--- config.mk ---
export PLATFORM = sky130hd
export DESIGN_NAME = rrts_top
export DESIGN_NICKNAME = d
export VERILOG_FILES = /design/src/core/rrts_sync.v /design/src/core/rrts_top.v
export VERILOG_INCLUDE_DIRS = /design/src /design/src/core
export SDC_FILE = /design/constraint.sdc
export NUM_CORES = 1
export LEC_CHECK = 0
export BUFFER_PORTS_ARGS = -buffer_cell sky130_fd_sc_hd__buf_2
export CAP_MARGIN = 20
export CORE_ASPECT_RATIO = 0.7
export CORE_MARGIN = 4
export CORE_UTILIZATION = 43
export DETAILED_ROUTE_END_ITERATION = 6
export GPL_TIMING_DRIVEN = 0
export PLACE_DENSITY = 0.75
export RECOVER_POWER = 50
export SLEW_MARGIN = 20
export SYNTH_ARGS = -nofsm -noshare
export SYNTH_HDL_FRONTEND = slang
export SYNTH_HIERARCHICAL = 1
export SYNTH_SLANG_ARGS = --single-unit
--- constraint.sdc ---
create_clock -name core_clk -period 1.5 [get_ports core_clk]
set_input_delay 0.075 -clock core_clk [delete_from_list [all_inputs] [get_ports core_clk]]
set_output_delay 0.075 -clock core_clk [all_outputs]
set_load 0.005 [all_outputs]
--- src/core/rrts_defs.vh ---
// Constants for the reset release and test strap block
`ifndef RRTS_DEFS_VH
`define RRTS_DEFS_VH

// ************************************************************
// Clock and timing
// ************************************************************
`define RRTS_CLK_PERIOD_NS 50
`define RRTS_STRAP_DELAY_NS 1500
`define RRTS_STRAP_DELAY_CYC (`RRTS_STRAP_DELAY_NS / `RRTS_CLK_PERIOD_NS)
`define RRTS_CNT_W 5
`define RRTS_CNT_ZERO 5'h00
`define RRTS_CNT_ONE 5'h01

// ************************************************************
// Widths and reset values
// ************************************************************
`define RRTS_PIN_N 8
`define RRTS_PIN_ZERO 8'h00
`define RRTS_PIN_ALL 8'hff

// ************************************************************
// Sequencer states
// ************************************************************
`define RRTS_ST_HELD 2'h0
`define RRTS_ST_SCAN_WAIT 2'h1
`define RRTS_ST_STRAP_WAIT 2'h2
`define RRTS_ST_RUN 2'h3

`endif

--- src/core/rrts_sync.v ---
// Two-stage synchroniser for the power-on reset level
`timescale 1ns/100ps
`include "rrts_defs.vh"

module rrts_sync (
  core_clk,
  sys_rst,
  clk_en,
  async_in,
  sync_out
);
  input wire core_clk;
  input wire sys_rst;
  input wire clk_en;
  input wire async_in;
  output wire sync_out;

  reg meta_reg;
  reg sync_reg;

  // First stage feeds only the second stage
  always @(posedge core_clk) begin
    if (sys_rst) begin
      meta_reg <= 1'b0;
      sync_reg <= 1'b0;
    end else if (clk_en) begin
      meta_reg <= async_in;
      sync_reg <= meta_reg;
    end
  end

  assign sync_out = sync_reg;

endmodule

--- src/core/rrts_top.v ---
// Power-on reset release sequencer with test strap sampling
`timescale 1ns/100ps
`include "rrts_defs.vh"

// Behaviour
// - Reset low active; configure only on rise
// - All outputs inactive while reset held low
// - All eight strap pins tristated during reset
// - Straps sampled about 1.5 us after release
// - Straps become driven outputs after sampling
// - Open pin reads low, selects normal mode

module rrts_top (
  core_clk,
  sys_rst,
  clk_en,
  power_on_reset_low,
  scan_port_reset_low,
  test_strap_pin_i,
  test_strap_pin_o,
  test_strap_pin_oe_n,
  test_obs_data,
  self_config_start,
  self_config_busy,
  device_ready,
  test_mode_sel,
  test_mode_active,
  scan_reset_fault
);
  input wire core_clk;
  input wire sys_rst;
  input wire clk_en;
  input wire power_on_reset_low;
  input wire scan_port_reset_low;
  input wire [`RRTS_PIN_N-1:0] test_strap_pin_i;
  output wire [`RRTS_PIN_N-1:0] test_strap_pin_o;
  output wire [`RRTS_PIN_N-1:0] test_strap_pin_oe_n;
  input wire [`RRTS_PIN_N-1:0] test_obs_data;
  output wire self_config_start;
  output wire self_config_busy;
  output wire device_ready;
  output wire [`RRTS_PIN_N-1:0] test_mode_sel;
  output wire test_mode_active;
  output wire scan_reset_fault;

  // Nominal strap delay in reference clock cycles
  // Integer count cut to the counter width on purpose
  localparam integer STRAP_DELAY_INT = `RRTS_STRAP_DELAY_CYC;
  localparam [`RRTS_CNT_W-1:0] STRAP_DELAY = STRAP_DELAY_INT[`RRTS_CNT_W-1:0];

  // ************************************************************
  // Reset release detection
  // ************************************************************
  wire por_sync;
  reg por_prev_reg;
  wire por_rise;
  wire por_held;

  rrts_sync u_por_sync (
    .core_clk(core_clk),
    .sys_rst(sys_rst),
    .clk_en(clk_en),
    .async_in(power_on_reset_low),
    .sync_out(por_sync)
  );

  always @(posedge core_clk) begin
    if (sys_rst) begin
      por_prev_reg <= 1'b0;
    end else if (clk_en) begin
      por_prev_reg <= por_sync;
    end
  end

  // Only a detected low-to-high edge starts the sequence
  assign por_rise = por_sync & ~por_prev_reg;
  assign por_held = ~por_sync;

  // ************************************************************
  // Sequencer
  // ************************************************************
  reg [1:0] state_reg;
  reg [1:0] state_next;
  reg [`RRTS_CNT_W-1:0] cnt_reg;
  reg [`RRTS_CNT_W-1:0] cnt_next;
  reg start_reg;
  reg start_next;
  reg fault_reg;
  reg fault_next;
  wire sample_now;

  assign sample_now = (state_reg == `RRTS_ST_STRAP_WAIT) && (cnt_reg == `RRTS_CNT_ONE);

  always @* begin
    state_next = state_reg;
    cnt_next = cnt_reg;
    start_next = 1'b0;
    fault_next = fault_reg;
    if (por_held) begin
      // Any return of reset low abandons the sequence
      state_next = `RRTS_ST_HELD;
      cnt_next = `RRTS_CNT_ZERO;
      fault_next = 1'b0;
    end else begin
      case (state_reg)
        `RRTS_ST_HELD: begin
          if (por_rise) begin
            if (scan_port_reset_low) begin
              // Scan reset left high would break start-up; wait
              state_next = `RRTS_ST_SCAN_WAIT;
              fault_next = 1'b1;
            end else begin
              state_next = `RRTS_ST_STRAP_WAIT;
              cnt_next = STRAP_DELAY;
              start_next = 1'b1;
            end
          end
        end
        `RRTS_ST_SCAN_WAIT: begin
          if (!scan_port_reset_low) begin
            state_next = `RRTS_ST_STRAP_WAIT;
            cnt_next = STRAP_DELAY;
            start_next = 1'b1;
            fault_next = 1'b0;
          end
        end
        `RRTS_ST_STRAP_WAIT: begin
          cnt_next = cnt_reg - `RRTS_CNT_ONE;
          if (sample_now) begin
            state_next = `RRTS_ST_RUN;
          end
        end
        `RRTS_ST_RUN: begin
          state_next = `RRTS_ST_RUN;
        end
        default: begin
          state_next = `RRTS_ST_HELD;
          cnt_next = `RRTS_CNT_ZERO;
        end
      endcase
    end
  end

  always @(posedge core_clk) begin
    if (sys_rst) begin
      state_reg <= `RRTS_ST_HELD;
      cnt_reg <= `RRTS_CNT_ZERO;
      start_reg <= 1'b0;
      fault_reg <= 1'b0;
    end else if (clk_en) begin
      state_reg <= state_next;
      cnt_reg <= cnt_next;
      start_reg <= start_next;
      fault_reg <= fault_next;
    end
  end

  // ************************************************************
  // Strap capture and pin drive, one slice per pin
  // ************************************************************
  // A high pin needs an external pullup; open pins read low
  reg [`RRTS_PIN_N-1:0] strap_reg;
  reg [`RRTS_PIN_N-1:0] drive_reg;
  reg [`RRTS_PIN_N-1:0] pin_out_reg;
  reg active_reg;

  genvar gi;
  generate
    for (gi = 0; gi < `RRTS_PIN_N; gi = gi + 1) begin : g_pin
      always @(posedge core_clk) begin
        if (sys_rst) begin
          strap_reg[gi] <= 1'b0;
          drive_reg[gi] <= 1'b0;
          pin_out_reg[gi] <= 1'b0;
        end else if (clk_en) begin
          if (por_held) begin
            strap_reg[gi] <= 1'b0;
            drive_reg[gi] <= 1'b0;
            pin_out_reg[gi] <= 1'b0;
          end else if (sample_now) begin
            strap_reg[gi] <= test_strap_pin_i[gi];
            drive_reg[gi] <= 1'b1;
            pin_out_reg[gi] <= 1'b0;
          end else if (drive_reg[gi]) begin
            // Observation data only when a test mode was strapped
            pin_out_reg[gi] <= active_reg & test_obs_data[gi];
          end
        end
      end
    end
  endgenerate

  always @(posedge core_clk) begin
    if (sys_rst) begin
      active_reg <= 1'b0;
    end else if (clk_en) begin
      if (por_held) begin
        active_reg <= 1'b0;
      end else if (sample_now) begin
        active_reg <= |test_strap_pin_i;
      end
    end
  end

  // ************************************************************
  // Outputs
  // ************************************************************
  // Raw reset gates the enables so pins float with no sync lag
  assign test_strap_pin_oe_n = ~(drive_reg & {`RRTS_PIN_N{power_on_reset_low}});
  assign test_strap_pin_o = pin_out_reg;
  assign test_mode_sel = strap_reg;
  assign test_mode_active = active_reg;
  assign self_config_start = start_reg;
  assign self_config_busy = (state_reg == `RRTS_ST_STRAP_WAIT);
  assign device_ready = (state_reg == `RRTS_ST_RUN);
  assign scan_reset_fault = fault_reg;

endmodule

==> impl_metrics.toml, run 1 <==
[cells_and_area]
diodes = 0
multi_input_area_sq_um = 761
fill_cells = 256
finish.utilization_pct = 64.9
final_layout_size_suffix_gt1_share_pct = 36.6
syn2layout_area_growth_pct = 37.7
register_area_sq_um = 604
nets = 238

[synth]
syn_avg_cell_area_sq_um = 9.25
ys_ff_latch = 30
yosys-top-cells-area = "dfxtp_1 43%, mux2i_1 7.2%, a22o_1 5.7%, nand2b_1 5.0%, nand2_1 4.1%"
synth_top_cell_area_share_pct = 43.3
yosysTopAreaCell = "dfxtp_1"
postSynthCellCount = 150
yosysWarningCount = 6
yosysSeqAreaShare_pct = 43.3
async_reset_ff_share_pct = 0
synth_flop_cell = "dfxtp_1"
syn_nets = 173
synth_most_common_cell = "dfxtp_1"
yosys-top-cells-count = "30 x dfxtp_1, 15 x nand2_1, 11 x a21oi_1, 11 x nand2b_1, 10 x mux2i_1"
synth_edf_count = 0
syn_area_sq_um = 1390
ys_types = 38

[grt]
grt_pass1_wl_um = 5720
overflow = 0
grt_max_degree = 11
grtUsageTotal_pct = 17.6
antenna_found_initial = 0
grt_pass1_vias = 1260

[setup_path]
critPathKind = "reg -> reg"
crit_arrival_ps = 1700
cp-end-kind = "flip-flop"
worstSetupStartpointType = "flip-flop"
worstReg2RegStart = "cnt_reg[1]"
cp.required_ps = 1710
worstPathMaxFanout = 8
cp-startpoint = "cnt_reg[1]"

[floorplanning]
die_area_sq_um = 4210
row_count = 16
die_w_um = 75.9
chipHeight_um = 55.5
ioPinCount = 50
coreArea_sq_um = 2940
initial_core_util_pct = 47.2

[sta]
rsz0062_at_grt = "yes"
fin_crit_sh_pct = 99.4
setup_viol_count_final = 0
finalClockSkew_ps = 5.39
drv_slew = 0
max_freq_ghz = 0.670
relSlewSlack_pct = 56.9
hold_viol = 0
worst_pin_slew_ps = 647
layout_min_cycle_time_ps = 1490

[run]
cap_viol_max_count = 0

[placement]
port_buffers = 49
place.gp.congestion = 0.871
dp_hpwl_um = 2540

[worst_hold_path]
hp-class = "in -> reg"
min_from = "test_strap_pin_i[6]"

[route]
drc = 0
drt-total-wl_um = 3490
wl_per_cell_um = 13.8
ant_nets = 0
drt-pass1-iter-count = 4
drt_iter0_drc = 31
num_vias = 1347
drt-vias-per-instance = 5.35

[pwr]
leakagePower_uw = 0.000786
peakVddDrop_uv = 463
power_density_nw_per_um2 = 871
power_uw = 1660

[clock_tree]
cts.sinks = 30
path_clk_slew_ps = 60
cts_tree = "yes"
clockBufferDepth = 2
clk_latency_ps = 280
cts_buffers = 5
cts_root_buffer = "clkbuf_8"
htree_levels = 2

[status]
status = "finished, final reports clean"
[cell families after synthesis]
kind of cell | Yosys count | share of synthesized area [%]
compound gates | 37 | 19.7
fa+ha+maj | 2 | 1.80
buf+inv | 18 | 7.03
flops | 30 | 43.3
mux | 10 | 7.21
simple gates | 53 | 21.0
[cell usage in the layout, fill, tap and decap left out, types with 6 or more instances in the layout]
cell      Yosys  final
buf_2         1     40
buf_4         7     14
nand2b_1     11     11
nor2_1        7      7
mux2i_1      10     10
clkbuf_1      3     12
dfxtp_1      30     27
nand2_1      15     15
clkbuf_8      0      6
a21oi_1      11     10
a22o_1        9      9
[timing repair]
item	in CTS	in global routing
pin swaps	2	0
setup buffers	4	3
hold buffers	1	0
cloned	0	1
endpoints found under the hold margin	2	0
resized for setup	5	7
endpoints found under the setup margin	18	21
[final cells by class]
class	count	area share (%)
timing repair buffer	57	16.2
buffer	12	3.93
sequential	30	31.6
inverter	6	1.31
clock inverter	1	0.262
clock buffer	7	4.52
multi-input combinational	103	39.8
tap	36	2.36
[layer usage]
metal  GRT usage, %  part of all wire (%)  up-vias
met5              0                     0        -
met2           25.6                    42       52
met1           23.6                    48      617
met3           5.43                   7.9        8
met4           7.48                   1.9        0
li1               -                     -      670
[path summary, 6_finish.rpt]
path / to / slack (ps) / depth (start not counted)
hold reg to reg: self_config_start / 470 / 2
hold / removal: test_mode_sel[6] / 10 / 2
setup reg to reg: test_strap_pin_o[6] / 8 / 7
setup / recovery: test_strap_pin_o[6] / 8 / 7
[report_power, final]
| part | internal, uW | switching [uW] |
|---|---|---|
| registers | 811 | 15.2 |
| clock network | 369 | 300 |
| logic | 77.3 | 91.3 |
[metrics by stage]
stage               hold slack (ps)  setup WS, ps  cells  setup TNS, ps  instance area, sq um
floorplan                       147         -9.54    150          -76.3                  1410
global placement                275          -159    235          -1460                  1700
detailed placement              278          -225    235          -2340                  1700
CTS                            9.45          8.74    248              0                  1870
global route                   21.9         -56.6    252           -585                  1910
finish                         14.2          8.28    252              0                  1910
[critical path, cell delays in order, from the launching register on]
cell and delay [ps]:
dfxtp_2 330, inv_2 50, ha_4 140, nor2b_4 130, and3_4 180, o31ai_4 220, buf_12 170, mux2i_1 190
Note: power is estimated with default switching activity, not from simulation.
==> run 2: changes to the inputs <==
Settings changed: ABC_AREA from default to 1, PLACE_DENSITY 0.75 to 0.73.
==> run 2 against run 1 <==
Wire length up 18%. Register-to-register slack about the same. Power up 9.3%. Critical endpoint is now test_strap_pin_o[3]. Maximum frequency up 0.11%. Final cell count up 40%. Highest routed layer unchanged. Utilization down 1.6 points. Critical path depth up 4.
==> impl_metrics.toml, run 2 <==
[status]
status = "finished, final reports clean"

[cells_and_area]
syn2layout_area_growth_pct = 34.8
final_layout_size_suffix_gt1_share_pct = 28.9
diodes = 0
fill_cells = 321
layout.cells.non_filler = 352
final_cell_mix = "72 x nand2_1, 44 x nor2_1, 39 x buf_2"
nets = 327
layout_commonest_cell = "nand2_1"

[pwr]
p_clk_share_pct = 36.1
switching_power_uw = 489
seqPwrFrac_pct = 46.8
p_comb_share_pct = 17.1
leakagePower_uw = 0.000927
power_uw = 1820
p_int_uw = 1330
power_density_nw_per_um2 = 866
peakVddDrop_uv = 491
p_sw_share_pct = 26.9

[clock_tree]
clockBufferDepth = 2
cts.sinks = 30
cts_buffers = 5
path_clk_slew_ps = 60
cts_root_buffer = "clkbuf_8"
clk_latency_ps = 280
cts_tree = "yes"
htree_levels = 2

[floorplanning]
row_count = 17
coreArea_sq_um = 3320
chipHeight_um = 58.4
die_w_um = 80.0
ioPinCount = 50
initial_core_util_pct = 47.0
die_area_sq_um = 4670

[sta]
hold_viol = 0
rsz0062_at_grt = "yes"
relSlewSlack_pct = 64.4
layout_min_cycle_time_ps = 1490
max_freq_ghz = 0.671
worst_pin_slew_ps = 534
drv_slew = 0
finalClockSkew_ps = 3.23
fin_crit_sh_pct = 99.3
setup_viol_count_final = 0
setup_tns_ps = 0

[setup_path]
worstSetupStartpointType = "flip-flop"
worstPathMaxFanout = 5
crit_arrival_ps = 1700
cp.required_ps = 1710
cp-end-kind = "flip-flop"
critPathKind = "reg -> reg"

[route]
drc = 0
drt_iter0_drc = 106
drt-vias-per-instance = 4.66
drt-pass1-iter-count = 4
wl_per_cell_um = 11.7
ant_nets = 0
num_vias = 1639
drt-total-wl_um = 4120

[synth]
synth_top_family_by_area = "simple AND/OR/NAND/NOR gates"
yosys.area_share.simple_pct = 38.7
syn_nets = 264
synth_xor_area_share_pct = 0.562
yosysWarningCount = 6
ys_ff_latch = 30
yosysTopAreaCell = "dfxtp_1"
synth_edf_count = 0
syn_area_sq_um = 1560
synth_compound_area_share_pct = 8.75
syn_avg_cell_area_sq_um = 6.47
yosys-top-cells-area = "dfxtp_1 39%, nand2_1 18%, nor2_1 12%, a21oi_1 7.1%, inv_1 5.3%"
synth.area.mux_share_pct = 0
yosys.area_share.adder_pct = 1.61
synth_flop_cell = "dfxtp_1"
yosysSeqAreaShare_pct = 38.5
postSynthCellCount = 241
async_reset_ff_share_pct = 0
synth_most_common_cell = "nand2_1"
yosys-top-cells-count = "75 x nand2_1, 48 x nor2_1, 30 x dfxtp_1"
synth_top_cell_area_share_pct = 38.5
ys_types = 25

[grt]
antenna_found_initial = 0
grt_pass1_wl_um = 6250
grt_pass1_vias = 1445
overflow = 0
grt_max_degree = 11
grtUsageTotal_pct = 17.0

[placement]
port_buffers = 49
placed_cells = 337
place.gp.congestion = 0.809
dp_hpwl_um = 2750

[run]
cap_viol_max_count = 0

[worst_hold_path]
hp-class = "in -> reg"
-- run 2: logic make-up after synthesis --
logic type	after synthesis
AND/OR/NAND/NOR	144
buffers and inverters	37
flip-flops	30
AO/OA/AOI/OAI	27
adder cells (fa/ha/maj)	2
XOR/XNOR	1
-- run 2: cell type report --
class / instances / area, sq um / share of cell area [%]
multi-input cells: 174 / 853 / 40.6
flip-flops and latches: 30 / 606 / 28.8
repair buffers: 56 / 302 / 14.4
plain buffers: 14 / 101 / 4.82
inverters: 23 / 88.8 / 4.23
clock buffers: 7 / 86.3 / 4.11
well taps: 47 / 58.8 / 2.80
clock inverters: 1 / 5.00 / 0.238
-- run 2: repair_timing --
item,in CTS,in global routing
hold endpoints to repair,0,0
gates cloned,0,1
pin swaps,0,9
resized for setup,2,27
setup endpoints to repair,12,25
hold buffers,0,0
setup buffers,0,6
-- run 2: per-layer routing --
layer	part of all wire (%)	up-vias	track usage, %
li1	-	863	-
met1	48	716	23.6
met2	43	56	25.8
met3	7.8	4	5.05
met4	0.80	0	4.34
met5	0	-	0
-- run 2: path summary, 6_finish.rpt --
check / endpoint / slack [ps] / startpoint / depth (start not counted)
max reg2reg: test_strap_pin_o[3] / 10 / cnt_reg[1] / 11
min: test_mode_sel[0] / 60 / test_strap_pin_i[0] / 3
min reg2reg: test_mode_sel[0] / 460 / test_mode_sel[0] / 2
max: test_strap_pin_o[3] / 10 / cnt_reg[1] / 11
-- run 2: critical path, cell delays in order, from the launching register on --
cell and delay, ps:
dfxtp_2 330, inv_2 90, ha_4 150, inv_4 40
nor2_4 110, nand3_4 150, nand3_4 130, nand2_4 80
buf_12 150, nand2_1 50, nand2_1 50, nor2_1 90
-- run 2: power by group through the flow --
stage | combinational, uW | clock [uW] | sequential (uW)
2_1_floorplan | 162 | 0 | 863
3_3_place_gp | 249 | 0 | 863
3_5_place_dp | 252 | 0 | 864
4_1_cts | 256 | 669 | 846
5_1_grt | 349 | 709 | 854
6_report | 311 | 657 | 850
-- run 2: per-stage QoR --
stage / setup WS, ps / hold slack, ps / area [sq um] / util [%]
6_report: 9.92 / 55.8 / 2100 / 63.3
5_1_grt: -60.0 / 57.9 / 2100 / 63.3
4_1_cts: -4.27 / 52.0 / 1960 / 59.1
3_5_place_dp: -87.8 / 347 / 1860 / 56.1
3_3_place_gp: -57.8 / 345 / 1860 / 56.1
2_1_floorplan: 145 / 204 / 1560 / -
